--- config.mk ---
export PLATFORM = sky130hd
export DESIGN_NAME = cpt_conversion_phase_timer
export DESIGN_NICKNAME = d
export VERILOG_FILES = /design/src/cpt_pkg.sv /design/src/cpt_conversion_phase_timer.sv
export SDC_FILE = /design/constraint.sdc
export NUM_CORES = 1
export LEC_CHECK = 0
export ABC_CLOCK_PERIOD_IN_PS = 6900
export BUFFER_PORTS_ARGS = -buffer_cell sky130_fd_sc_hd__buf_2
export CAP_MARGIN = 20
export CORE_AREA = 2 2 178 180
export CTS_CLUSTER_SIZE = 14
export DETAILED_ROUTE_END_ITERATION = 10
export DIE_AREA = 0 0 180 182
export GPL_ROUTABILITY_DRIVEN = 0
export PLACE_DENSITY = 0.64
export SKIP_CTS_REPAIR_TIMING = 1
export SLEW_MARGIN = 15
export SYNTH_ARGS = -nofsm -noshare
export SYNTH_HDL_FRONTEND = slang
export SYNTH_SLANG_ARGS = --single-unit
--- constraint.sdc ---
create_clock -name sys_clk -period 6.9 [get_ports sys_clk]
set_clock_uncertainty 0.15 [all_clocks]
set_input_delay 1.38 -clock sys_clk [delete_from_list [all_inputs] [get_ports sys_clk]]
set_output_delay 1.38 -clock sys_clk [all_outputs]
set_load 0.02 [all_outputs]
--- src/cpt_pkg.sv ---
package cpt_pkg;

    localparam int CPT_COUNT_W    = 16;
    localparam int CPT_REG_W      = 24;
    localparam int CPT_ADDR_W     = 8;
    localparam int CPT_NUM_REGS   = 10;
    localparam int CPT_NUM_PHASES = 5;

    typedef logic [CPT_COUNT_W-1:0] cpt_count_t;

    // Register addresses on the serial register port
    localparam logic [CPT_ADDR_W-1:0] CPT_ADDR_LED1_CONV_START     = 8'h11;
    localparam logic [CPT_ADDR_W-1:0] CPT_ADDR_LED1_CONV_END       = 8'h12;
    localparam logic [CPT_ADDR_W-1:0] CPT_ADDR_LED1_AMB_CONV_START = 8'h13;
    localparam logic [CPT_ADDR_W-1:0] CPT_ADDR_LED1_AMB_CONV_END   = 8'h14;
    localparam logic [CPT_ADDR_W-1:0] CPT_ADDR_ADC_RESET0_START    = 8'h15;
    localparam logic [CPT_ADDR_W-1:0] CPT_ADDR_ADC_RESET0_END      = 8'h16;
    localparam logic [CPT_ADDR_W-1:0] CPT_ADDR_ADC_RESET1_START    = 8'h17;
    localparam logic [CPT_ADDR_W-1:0] CPT_ADDR_ADC_RESET1_END      = 8'h18;
    localparam logic [CPT_ADDR_W-1:0] CPT_ADDR_ADC_RESET2_START    = 8'h19;
    localparam logic [CPT_ADDR_W-1:0] CPT_ADDR_ADC_RESET2_END      = 8'h1A;

    // Count field position inside a 24-bit register
    localparam int CPT_COUNT_LSB = 0;
    localparam int CPT_COUNT_MSB = 15;

    localparam cpt_count_t CPT_COUNT_RESET = 16'h0000;
    localparam logic [CPT_REG_W-1:0] CPT_RDATA_RESET = 24'h000000;

    // Phase indices; start count of phase p sits at register 2p, end at 2p+1
    localparam int CPT_PH_LED1_CONV     = 0;
    localparam int CPT_PH_LED1_AMB_CONV = 1;
    localparam int CPT_PH_ADC_RESET0    = 2;
    localparam int CPT_PH_ADC_RESET1    = 3;
    localparam int CPT_PH_ADC_RESET2    = 4;

    // Timing clock derived from the system clock
    localparam int CPT_TIMING_CLK_PERIOD_NS = 250;
    localparam int CPT_SYS_CLK_PERIOD_NS    = 10;
    localparam int CPT_TICK_CYCLES          = CPT_TIMING_CLK_PERIOD_NS / CPT_SYS_CLK_PERIOD_NS;

endpackage : cpt_pkg

--- src/cpt_conversion_phase_timer.sv ---
// How it works
// LED1 conversion starts when period counter reaches its start count.
// LED1 conversion ends when period counter reaches its end count.
// LED1 ambient conversion starts when counter equals its start count.
// LED1 ambient conversion ends when counter equals its end count.
// ADC reset 0 starts at its start count.
// ADC reset 0 ends at its end count.
// ADC reset 1 starts at its start count.
// ADC reset 1 ends at its end count.
// ADC reset 2 starts at its start count.
// ADC reset 2 ends at its end count.
// Host keeps upper eight bits zero; only low 16 bits hold the count.
// All count registers read zero after reset until written.
// Host programs the period between 800 and 64000 timing cycles.
// Counter and comparisons run only while the timer enable is set.
// Counter steps once per 4 MHz tick, wraps at period; phases span start to end.
`timescale 1ns/1ps
`default_nettype none

module cpt_conversion_phase_timer
    import cpt_pkg::*;
#(
    parameter int TICK_DIV = CPT_TICK_CYCLES
) (
    input  wire logic                  sys_clk,
    input  wire logic                  sys_rst,
    input  wire logic                  regWrEn,
    input  wire logic [CPT_ADDR_W-1:0] regAddr,
    input  wire logic [CPT_REG_W-1:0]  regWrData,
    output logic      [CPT_REG_W-1:0]  regRdData,
    input  wire logic                  timerRunEnable,
    input  wire logic [CPT_COUNT_W-1:0] pulseRepetitionPeriod,
    output logic      [CPT_COUNT_W-1:0] periodCountValue,
    output logic                       led1Conv,
    output logic                       led1AmbientConv,
    output logic                       adcReset0,
    output logic                       adcReset1,
    output logic                       adcReset2
);

    localparam int TICK_W = (TICK_DIV > 1) ? $clog2(TICK_DIV) : 1;

    function automatic logic inWindow(input cpt_count_t cnt,
                                      input cpt_count_t startCnt,
                                      input cpt_count_t endCnt);
        inWindow = (cnt >= startCnt) && (cnt < endCnt);
    endfunction : inWindow

    ////////////////////////////////////////////////////////////////////////////////
    // Register file

    cpt_count_t                 countQ [CPT_NUM_REGS];
    logic                       wroteQ;
    logic      [CPT_REG_W-1:0]  rdDataQ;
    wire logic                  regHit;
    wire logic [CPT_ADDR_W-1:0] regOffs;
    wire logic [3:0]            regIdx;
    wire logic                  regWrHit;
    wire logic [CPT_REG_W-1:0]  rdDataD;

    assign regHit   = (regAddr >= CPT_ADDR_LED1_CONV_START) &&
                      (regAddr <= CPT_ADDR_ADC_RESET2_END);
    assign regOffs  = regAddr - CPT_ADDR_LED1_CONV_START;
    assign regIdx   = regOffs[3:0];
    assign regWrHit = regWrEn && regHit;
    // Upper byte is not stored, so it always reads back as zero
    assign rdDataD  = regHit ? {8'h00, countQ[regIdx]} : CPT_RDATA_RESET;

    always_ff @(posedge sys_clk or posedge sys_rst) begin
        if (sys_rst) begin
            for (int i = 0; i < CPT_NUM_REGS; i++) begin
                countQ[i] <= CPT_COUNT_RESET;
            end
        end else if (regWrHit) begin
            countQ[regIdx] <= regWrData[CPT_COUNT_MSB:CPT_COUNT_LSB];
        end
    end

    always_ff @(posedge sys_clk or posedge sys_rst) begin
        if (sys_rst) begin
            rdDataQ <= CPT_RDATA_RESET;
            wroteQ  <= 1'b0;
        end else begin
            rdDataQ <= rdDataD;
            wroteQ  <= wroteQ | regWrHit;
        end
    end

    assign regRdData = rdDataQ;

    ////////////////////////////////////////////////////////////////////////////////
    // Timing tick and period counter

    logic      [TICK_W-1:0]     tickCntQ;
    logic      [TICK_W-1:0]     tickCntD;
    cpt_count_t                 periodCntQ;
    cpt_count_t                 periodCntD;
    wire logic                  tick;
    wire logic                  wrapNow;

    // Divider is held in reset while disabled, which stands in for stopped clocks
    assign tick     = timerRunEnable && (tickCntQ == TICK_W'(TICK_DIV - 1));
    assign tickCntD = (!timerRunEnable || tick) ? '0 : tickCntQ + 1'b1;
    // A period below the counter value wraps at once rather than running to 65535
    assign wrapNow  = periodCntQ >= pulseRepetitionPeriod;
    assign periodCntD = !timerRunEnable ? CPT_COUNT_RESET :
                        !tick           ? periodCntQ :
                        wrapNow         ? CPT_COUNT_RESET :
                                          periodCntQ + 1'b1;

    always_ff @(posedge sys_clk or posedge sys_rst) begin
        if (sys_rst) begin
            tickCntQ   <= '0;
            periodCntQ <= CPT_COUNT_RESET;
        end else begin
            tickCntQ   <= tickCntD;
            periodCntQ <= periodCntD;
        end
    end

    assign periodCountValue = periodCntQ;

    ////////////////////////////////////////////////////////////////////////////////
    // Phase windows

    logic [CPT_NUM_PHASES-1:0] phaseQ;
    wire  [CPT_NUM_PHASES-1:0] phaseD;

    for (genvar p = 0; p < CPT_NUM_PHASES; p++) begin : g_phase
        // Start and end counts pair up as registers 2p and 2p+1
        assign phaseD[p] = timerRunEnable &&
                           inWindow(periodCntQ, countQ[2*p], countQ[2*p+1]);
    end

    always_ff @(posedge sys_clk or posedge sys_rst) begin
        if (sys_rst) begin
            phaseQ <= '0;
        end else begin
            phaseQ <= phaseD;
        end
    end

    assign led1Conv        = phaseQ[CPT_PH_LED1_CONV];
    assign led1AmbientConv = phaseQ[CPT_PH_LED1_AMB_CONV];
    assign adcReset0       = phaseQ[CPT_PH_ADC_RESET0];
    assign adcReset1       = phaseQ[CPT_PH_ADC_RESET1];
    assign adcReset2       = phaseQ[CPT_PH_ADC_RESET2];
endmodule : cpt_conversion_phase_timer

`default_nettype wire

After elaboration in Yosys (flattened, before gate mapping)
Index checks and enable logic that the tools add are counted.
{ "op_classes": {"addsub": 3, "n_lt_le_gt_ge": 15, "eq_ne": 2, "mux": 11, "n_bitwise": 1, "reduce_logical": 16} }
{ "ops": {"columns": ["cell", "count"], "rows": [
  ["$bwmux W160", 1],
  ["$mux W16", 7],
  ["$ge A16 B16 Y1", 6],
  ["$lt A16 B16 Y1", 5],
  ["$bmux W16 S4", 1],
  ["$demux W16 S4", 1],
  ["$add A16 B1 Y16 const B", 1],
  ["$logic_and A1 B1 Y1", 14],
  ["$ge A8 B5 Y1 const B", 1],
  ["$le A8 B5 Y1 const B", 1],
  ["$add A5 B1 Y5 const B", 1],
  ["$eq A5 B5 Y1 const B", 1],
  ["$ge A5 B5 Y1 const B", 1],
  ["$lt A5 B1 Y1 const B", 1],
  ["$mux W5", 1],
  ["$not A4 Y5", 1],
  ["$sub A4 B1 Y4 const B", 1],
  ["$ne A2 B1 Y1 const B", 1],
  ["$logic_not A1 Y1", 1],
  ["$logic_or A1 B1 Y1", 1]
]} }
{ "totals": {"regBits": 202, "in_bits": 52, "wordCells": 62} }

Logic depth before layout (Yosys ltp)
{ "logic_depth": {"depth_word": 7, "depth_mapped": 13, "depth_no_buf": 8} }

Least setup slack after synthesis
No wires, ideal clock.
{ "synth_path": {"kind": "input to register", "start": "input port regAddr[0]", "end": "register countQ[100] (netlist bit)", "setup_time_ps": 125, "arrival_ps": 3844, "required_time_ps": 6625, "path_slack_ps": 2781, "path_stages": 11, "path_buffers": 5, "cell_sequence": "clkbuf_1 buf_2 buf_2 inv_1 ha_1 xor2_1 nor3_2 and3_1 buf_4 buf_6 mux2_4"} }
{ "synth_between": {"elab_chain_len": 7, "elab_cells_between_ends": 12, "classes_between": "1 x add/sub; 4 x order compare; 3 x mux; 1 x bitwise; 3 x reduce/logical"} }
{ "synth_lines": {"columns": ["item", "line", "text"], "rows": [
  ["start: declaration", "cpt_conversion_phase_timer.sv:28", "input wire logic [CPT_ADDR_W-1:0] regAddr,"],
  ["$sub A4 B1 Y4", "cpt_conversion_phase_timer.sv:63", "assign regOffs = regAddr - CPT_ADDR_LED1_CONV_START;"],
  ["$not A4 Y5 (implied by the code)", "cpt_conversion_phase_timer.sv:75", "countQ[regIdx] <= regWrData[CPT_COUNT_MSB:CPT_COUNT_LSB];"],
  ["$ge A5 B5 Y1 (implied by the code) or $lt A5 B1 Y1 (tied branches)", "cpt_conversion_phase_timer.sv:75", null],
  ["$logic_and A1 B1 Y1 (implied by the code)", "cpt_conversion_phase_timer.sv:75", null],
  ["$mux W16 (implied by the code)", "cpt_conversion_phase_timer.sv:75", null],
  ["$demux W16 S4", "cpt_conversion_phase_timer.sv:75", null],
  ["$bwmux W160", "cpt_conversion_phase_timer.sv:75", null],
  ["end signal: indexed assignment", "cpt_conversion_phase_timer.sv:75", null],
  ["end: declaration", "cpt_conversion_phase_timer.sv:52", "cpt_count_t countQ [CPT_NUM_REGS];"]
]} }
Several ways; a longest one is shown, not always the timed one.
A chain may end at the register's enable or synchronous reset.

Worst setup path after layout
{ "layout_path": {"start": "input port regAddr[0]", "end": "register countQ[110] (netlist bit)"} }
Same word-level chain as after synthesis.

==> metrics list <==
- Row count: 65
* Starting DRT DRC Count: 434
- Data on the critical path arrives at its endpoint at around 4.4 ns.
- Peak per-stage delay on the critical path: around 0.9 ns
* Fraction of layout cells with a size suffix above 1: 0.237
- The die is 182 um tall.
* Worst Setup Start Kind: input pin
- The completed layout was analyzed and its total power is approximately 2.8 mW.
- DIE WIDTH: 180 um
- Initial core utilization: 0.445
* Clock-pin slew reported for the worst setup and hold paths after clock tree synthesis: roughly 0.06 ns
- In this run, synthesis produced a sequential element count of around 200.
* Total vias in the final route: about 9400
- Yosys warns: 0
* Final-report max-slew violation count: 0
- Once layout is done, the placed cells without fillers occupy roughly 15000 um^2.
- Number of buffers created by CTS: 23
- CTS built an H-tree with a depth of 1.
- In this run, distinct cell masters in the synthesized netlist total 51.
- Layout filler cell count: about 2800
- The critical path contains buffers and inverters numbering 2 combined.
* Proportion of total power due to net switching: 0.260
- Total negative slack: 0 ns
- Hpwl dp: ~24 mm
- The critical path in this run is classified as input pin to register.
* Standard cell core area: around 31000 um^2
- Summed over all layers, the routed wires come to roughly 32 mm.
- The final number of hold-violating endpoints came to 0.
- Antenna violations before repair: 3
* Max_slew headroom: 0.285
* Antenna violation net count after detailed routing: 0
* Async S/R FF share, synth: 1.00
- CTS tree: yes
- Run status: completed
- Type of the most critical hold path: register to register
* Critical Path Sink Type: register
* Portion of total power attributed to combinational logic: 0.124
- Leakage power figure: 7.44 nW
- The tool flagged a number of max-cap violations equal to 0.
- Number of sinks on the clock net: roughly 200
- In the synthesized netlist the dominant register cell turns out to be sky130_fd_sc_hd__dfrtp_1.
- Highest ir drop seen on vdd: between 0.1 and 0.15 mV
- The cell sitting at the root of the clock tree is a sky130_fd_sc_hd__clkbuf_16.
- Summed over all nets, the switching power comes to 716 uW.
- The routed design could run at a clock period as short as ~4.2 ns.
- Clock share of power: 0.416
- Number of search-and-repair iterations in the first detailed-routing pass: 5
- The die covers 32800 um^2.
* Hold slack final: between 0.3 and 0.4 ns
* Max Buffers Root-to-Sink: 3
- Traced cell by cell, the critical path runs through buf_4 > inv_1 > ha_1 > or4b_4 > nand3_4 > nor3_2 > and3_1 > mux2_2.
* Fmax: 0.240 GHz
* Number of placed instances with taps included: 1682
* Post-synth EDFFs: 0
* Avg Cell Area, Syn: around 11 um^2
- Global-route wire length before repair: between 50 and 60 mm
- Relative contribution of sequential cells to total power: 0.459
* Worst endpoint required time: a little over 7 ns
- I/O pins: 97
- Input and output buffers added on the ports amount to 80.
- The total overflow left after global routing is 0.
- In the synthesized netlist, the number of instances is around 1200.
- P per Cell Area: 182 nW/um^2
- Slowest library cell on the worst path: sky130_fd_sc_hd__and3_1
* Top cell family by delay on the critical path: simple AND/OR/NAND/NOR gates
- Routed len/inst: roughly 19 um
* Setup violation total in the final timing report: 0
- Ratio of final minimum period to clock period: 0.603
- After the last flow step, the layout net total stands at approximately 1500.
* Maximum fanout along the worst path: 24
- The share of the Yosys chip area taken by registers is 0.367.
- Syn-to-layout area delta: 10.1%
* Mean number of vias per cell: 5.45
* Residual DRC: 0
- Summing all placed instances gives a cell area of 14500 um^2.
- The mapped netlist covers ~14000 um^2.
- For this run, the number of standard cells in the final layout without fillers is 1724.
- All-layer global routing usage: 0.198
- The internal portion of the total power is roughly 2 mW.
- Transition time at the pin with the least slew margin: 1.07 ns
- Skew-Pair Late Insertion Delay: ~0.51 ns
- The via count of the first global-routing pass was between 9000 and 10000.
- Largest net degree at the start of global routing: roughly 170
* Setup repair after global routing missed its margin: false
power by group through the flow:
| stage | logic [mW] | registers (mW) | clock network (mW) |
|---|---|---|---|
| floorplan | 0.240 | 1.28 | 0 |
| global placement | 0.337 | 1.28 | 0 |
| detailed placement | 0.346 | 1.29 | 0 |
| CTS | 0.347 | 1.26 | 1.17 |
| global route | 0.378 | 1.27 | 1.22 |
| finish | 0.342 | 1.26 | 1.15 |
Yosys cell counts (6+ instances only):
cell,number,area (um^2)
sky130_fd_sc_hd__nor4_1,7,43.8
sky130_fd_sc_hd__mux4_2,32,721
sky130_fd_sc_hd__nand2b_1,11,68.8
sky130_fd_sc_hd__o21ai_0,38,190
sky130_fd_sc_hd__nand2_1,50,188
sky130_fd_sc_hd__xor2_1,9,78.8
sky130_fd_sc_hd__dfrtp_1,202,5050
sky130_fd_sc_hd__buf_4,16,120
sky130_fd_sc_hd__nand3_1,8,40.0
sky130_fd_sc_hd__a21oi_1,43,215
sky130_fd_sc_hd__a21o_1,39,293
sky130_fd_sc_hd__mux2_1,16,180
sky130_fd_sc_hd__a311oi_1,16,140
sky130_fd_sc_hd__nor2b_1,11,68.8
sky130_fd_sc_hd__clkbuf_1,13,48.8
sky130_fd_sc_hd__nor3_1,6,30.0
sky130_fd_sc_hd__buf_6,10,113
sky130_fd_sc_hd__mux2i_1,16,160
sky130_fd_sc_hd__nor2_1,66,248
sky130_fd_sc_hd__mux2_2,64,721
sky130_fd_sc_hd__inv_1,185,694
sky130_fd_sc_hd__xnor2_1,8,70.1
sky130_fd_sc_hd__and3_1,13,81.3
sky130_fd_sc_hd__ha_1,180,2250
sky130_fd_sc_hd__buf_1,18,67.6
sky130_fd_sc_hd__nand4_1,29,181
sky130_fd_sc_hd__mux2_4,80,1200
layout by cell type (no fill, tap or decap), drive strengths merged, types with 5 or more instances in the layout:
cell / Yosys / routed
nand4: 29 / 29
nor2: 66 / 66
o2111ai: 5 / 5
mux4: 32 / 32
nor4: 7 / 7
nor3: 10 / 10
and4: 5 / 5
nand2: 50 / 50
o21ai: 39 / 39
a211oi: 5 / 5
mux2i: 16 / 16
xor2: 9 / 9
a311oi: 16 / 16
and3: 13 / 13
buf: 49 / 92
clkbuf: 13 / 34
o2bb2ai: 5 / 5
nand2b: 11 / 11
a21o: 39 / 39
nor2b: 11 / 11
a21oi: 43 / 43
inv: 186 / 186
xnor2: 9 / 9
a21boi: 5 / 5
mux2: 160 / 160
nand3: 11 / 11
dfrtp: 202 / 202
conb: 1 / 8
ha: 180 / 180
flip-flops by register name, indices dropped and copies added, names as in the netlist:
signal and cells:
countQ 160, periodCountValue 16, regRdData 16, phaseQ 5, tickCntQ 5
metrics by stage:
stage,setup slack (ns),util
after floorplan,2.75,-
after global placement,2.19,0.466
after detailed placement,2.15,0.466
after CTS,2.68,0.489
after global routing,2.58,0.489
final,2.74,0.489
routing by layer:
layer  part of all wire  GRT usage  vias up
met2               0.46      0.326      173
li1                   -          -     4474
met5                  0          0        -
met3              0.040     0.0267       43
met4              0.018     0.0468        0
met1               0.48      0.278     4708
worst paths after layout:
kind | startpoint | end | slack (ns) | cells past startpoint
max | regAddr[0] | countQ[110]$_DFFE_PP0P_ | 2.74 | 8
min | tickCntQ[0]$_DFF_PP0_ | tickCntQ[0]$_DFF_PP0_ | 0.34 | 1
max reg2reg | periodCountValue[7]$_DFFE_PP0N_ | periodCountValue[3]$_DFFE_PP0N_ | 3.99 | 7
min reg2reg | tickCntQ[0]$_DFF_PP0_ | tickCntQ[0]$_DFF_PP0_ | 0.34 | 1
max in group asynchronous | sys_rst | countQ[97]$_DFFE_PP0P_ | 4.43 | 3
min in group asynchronous | sys_rst | regRdData[15]$_DFF_PP0_ | 0.82 | 2
final cells by class:
cell class / instances / area [um^2] / share of cell area
Inverter: 186 / 702 / 0.0463
Clock buffer: 34 / 667 / 0.0440
Tap cell: 402 / 503 / 0.0332
Clock inverter: 4 / 26.3 / 0.00173
Multi-Input combinational cell: 801 / 7690 / 0.507
Sequential cell: 202 / 5050 / 0.333
Antenna cell: 3 / 7.51 / 0.000495
Timing Repair Buffer: 92 / 513 / 0.0338
kinds of logic after synthesis:
group,Yosys count,share of synthesized area
buf+inv,248,0.0778
simple gates,222,0.0848
mux,208,0.217
flops,202,0.367
fa+ha+maj,180,0.164
compound gates,165,0.0780
xor+xnor,18,0.0120
other cells,1,0.000272
Note: power is estimated with default switching activity, not from simulation.
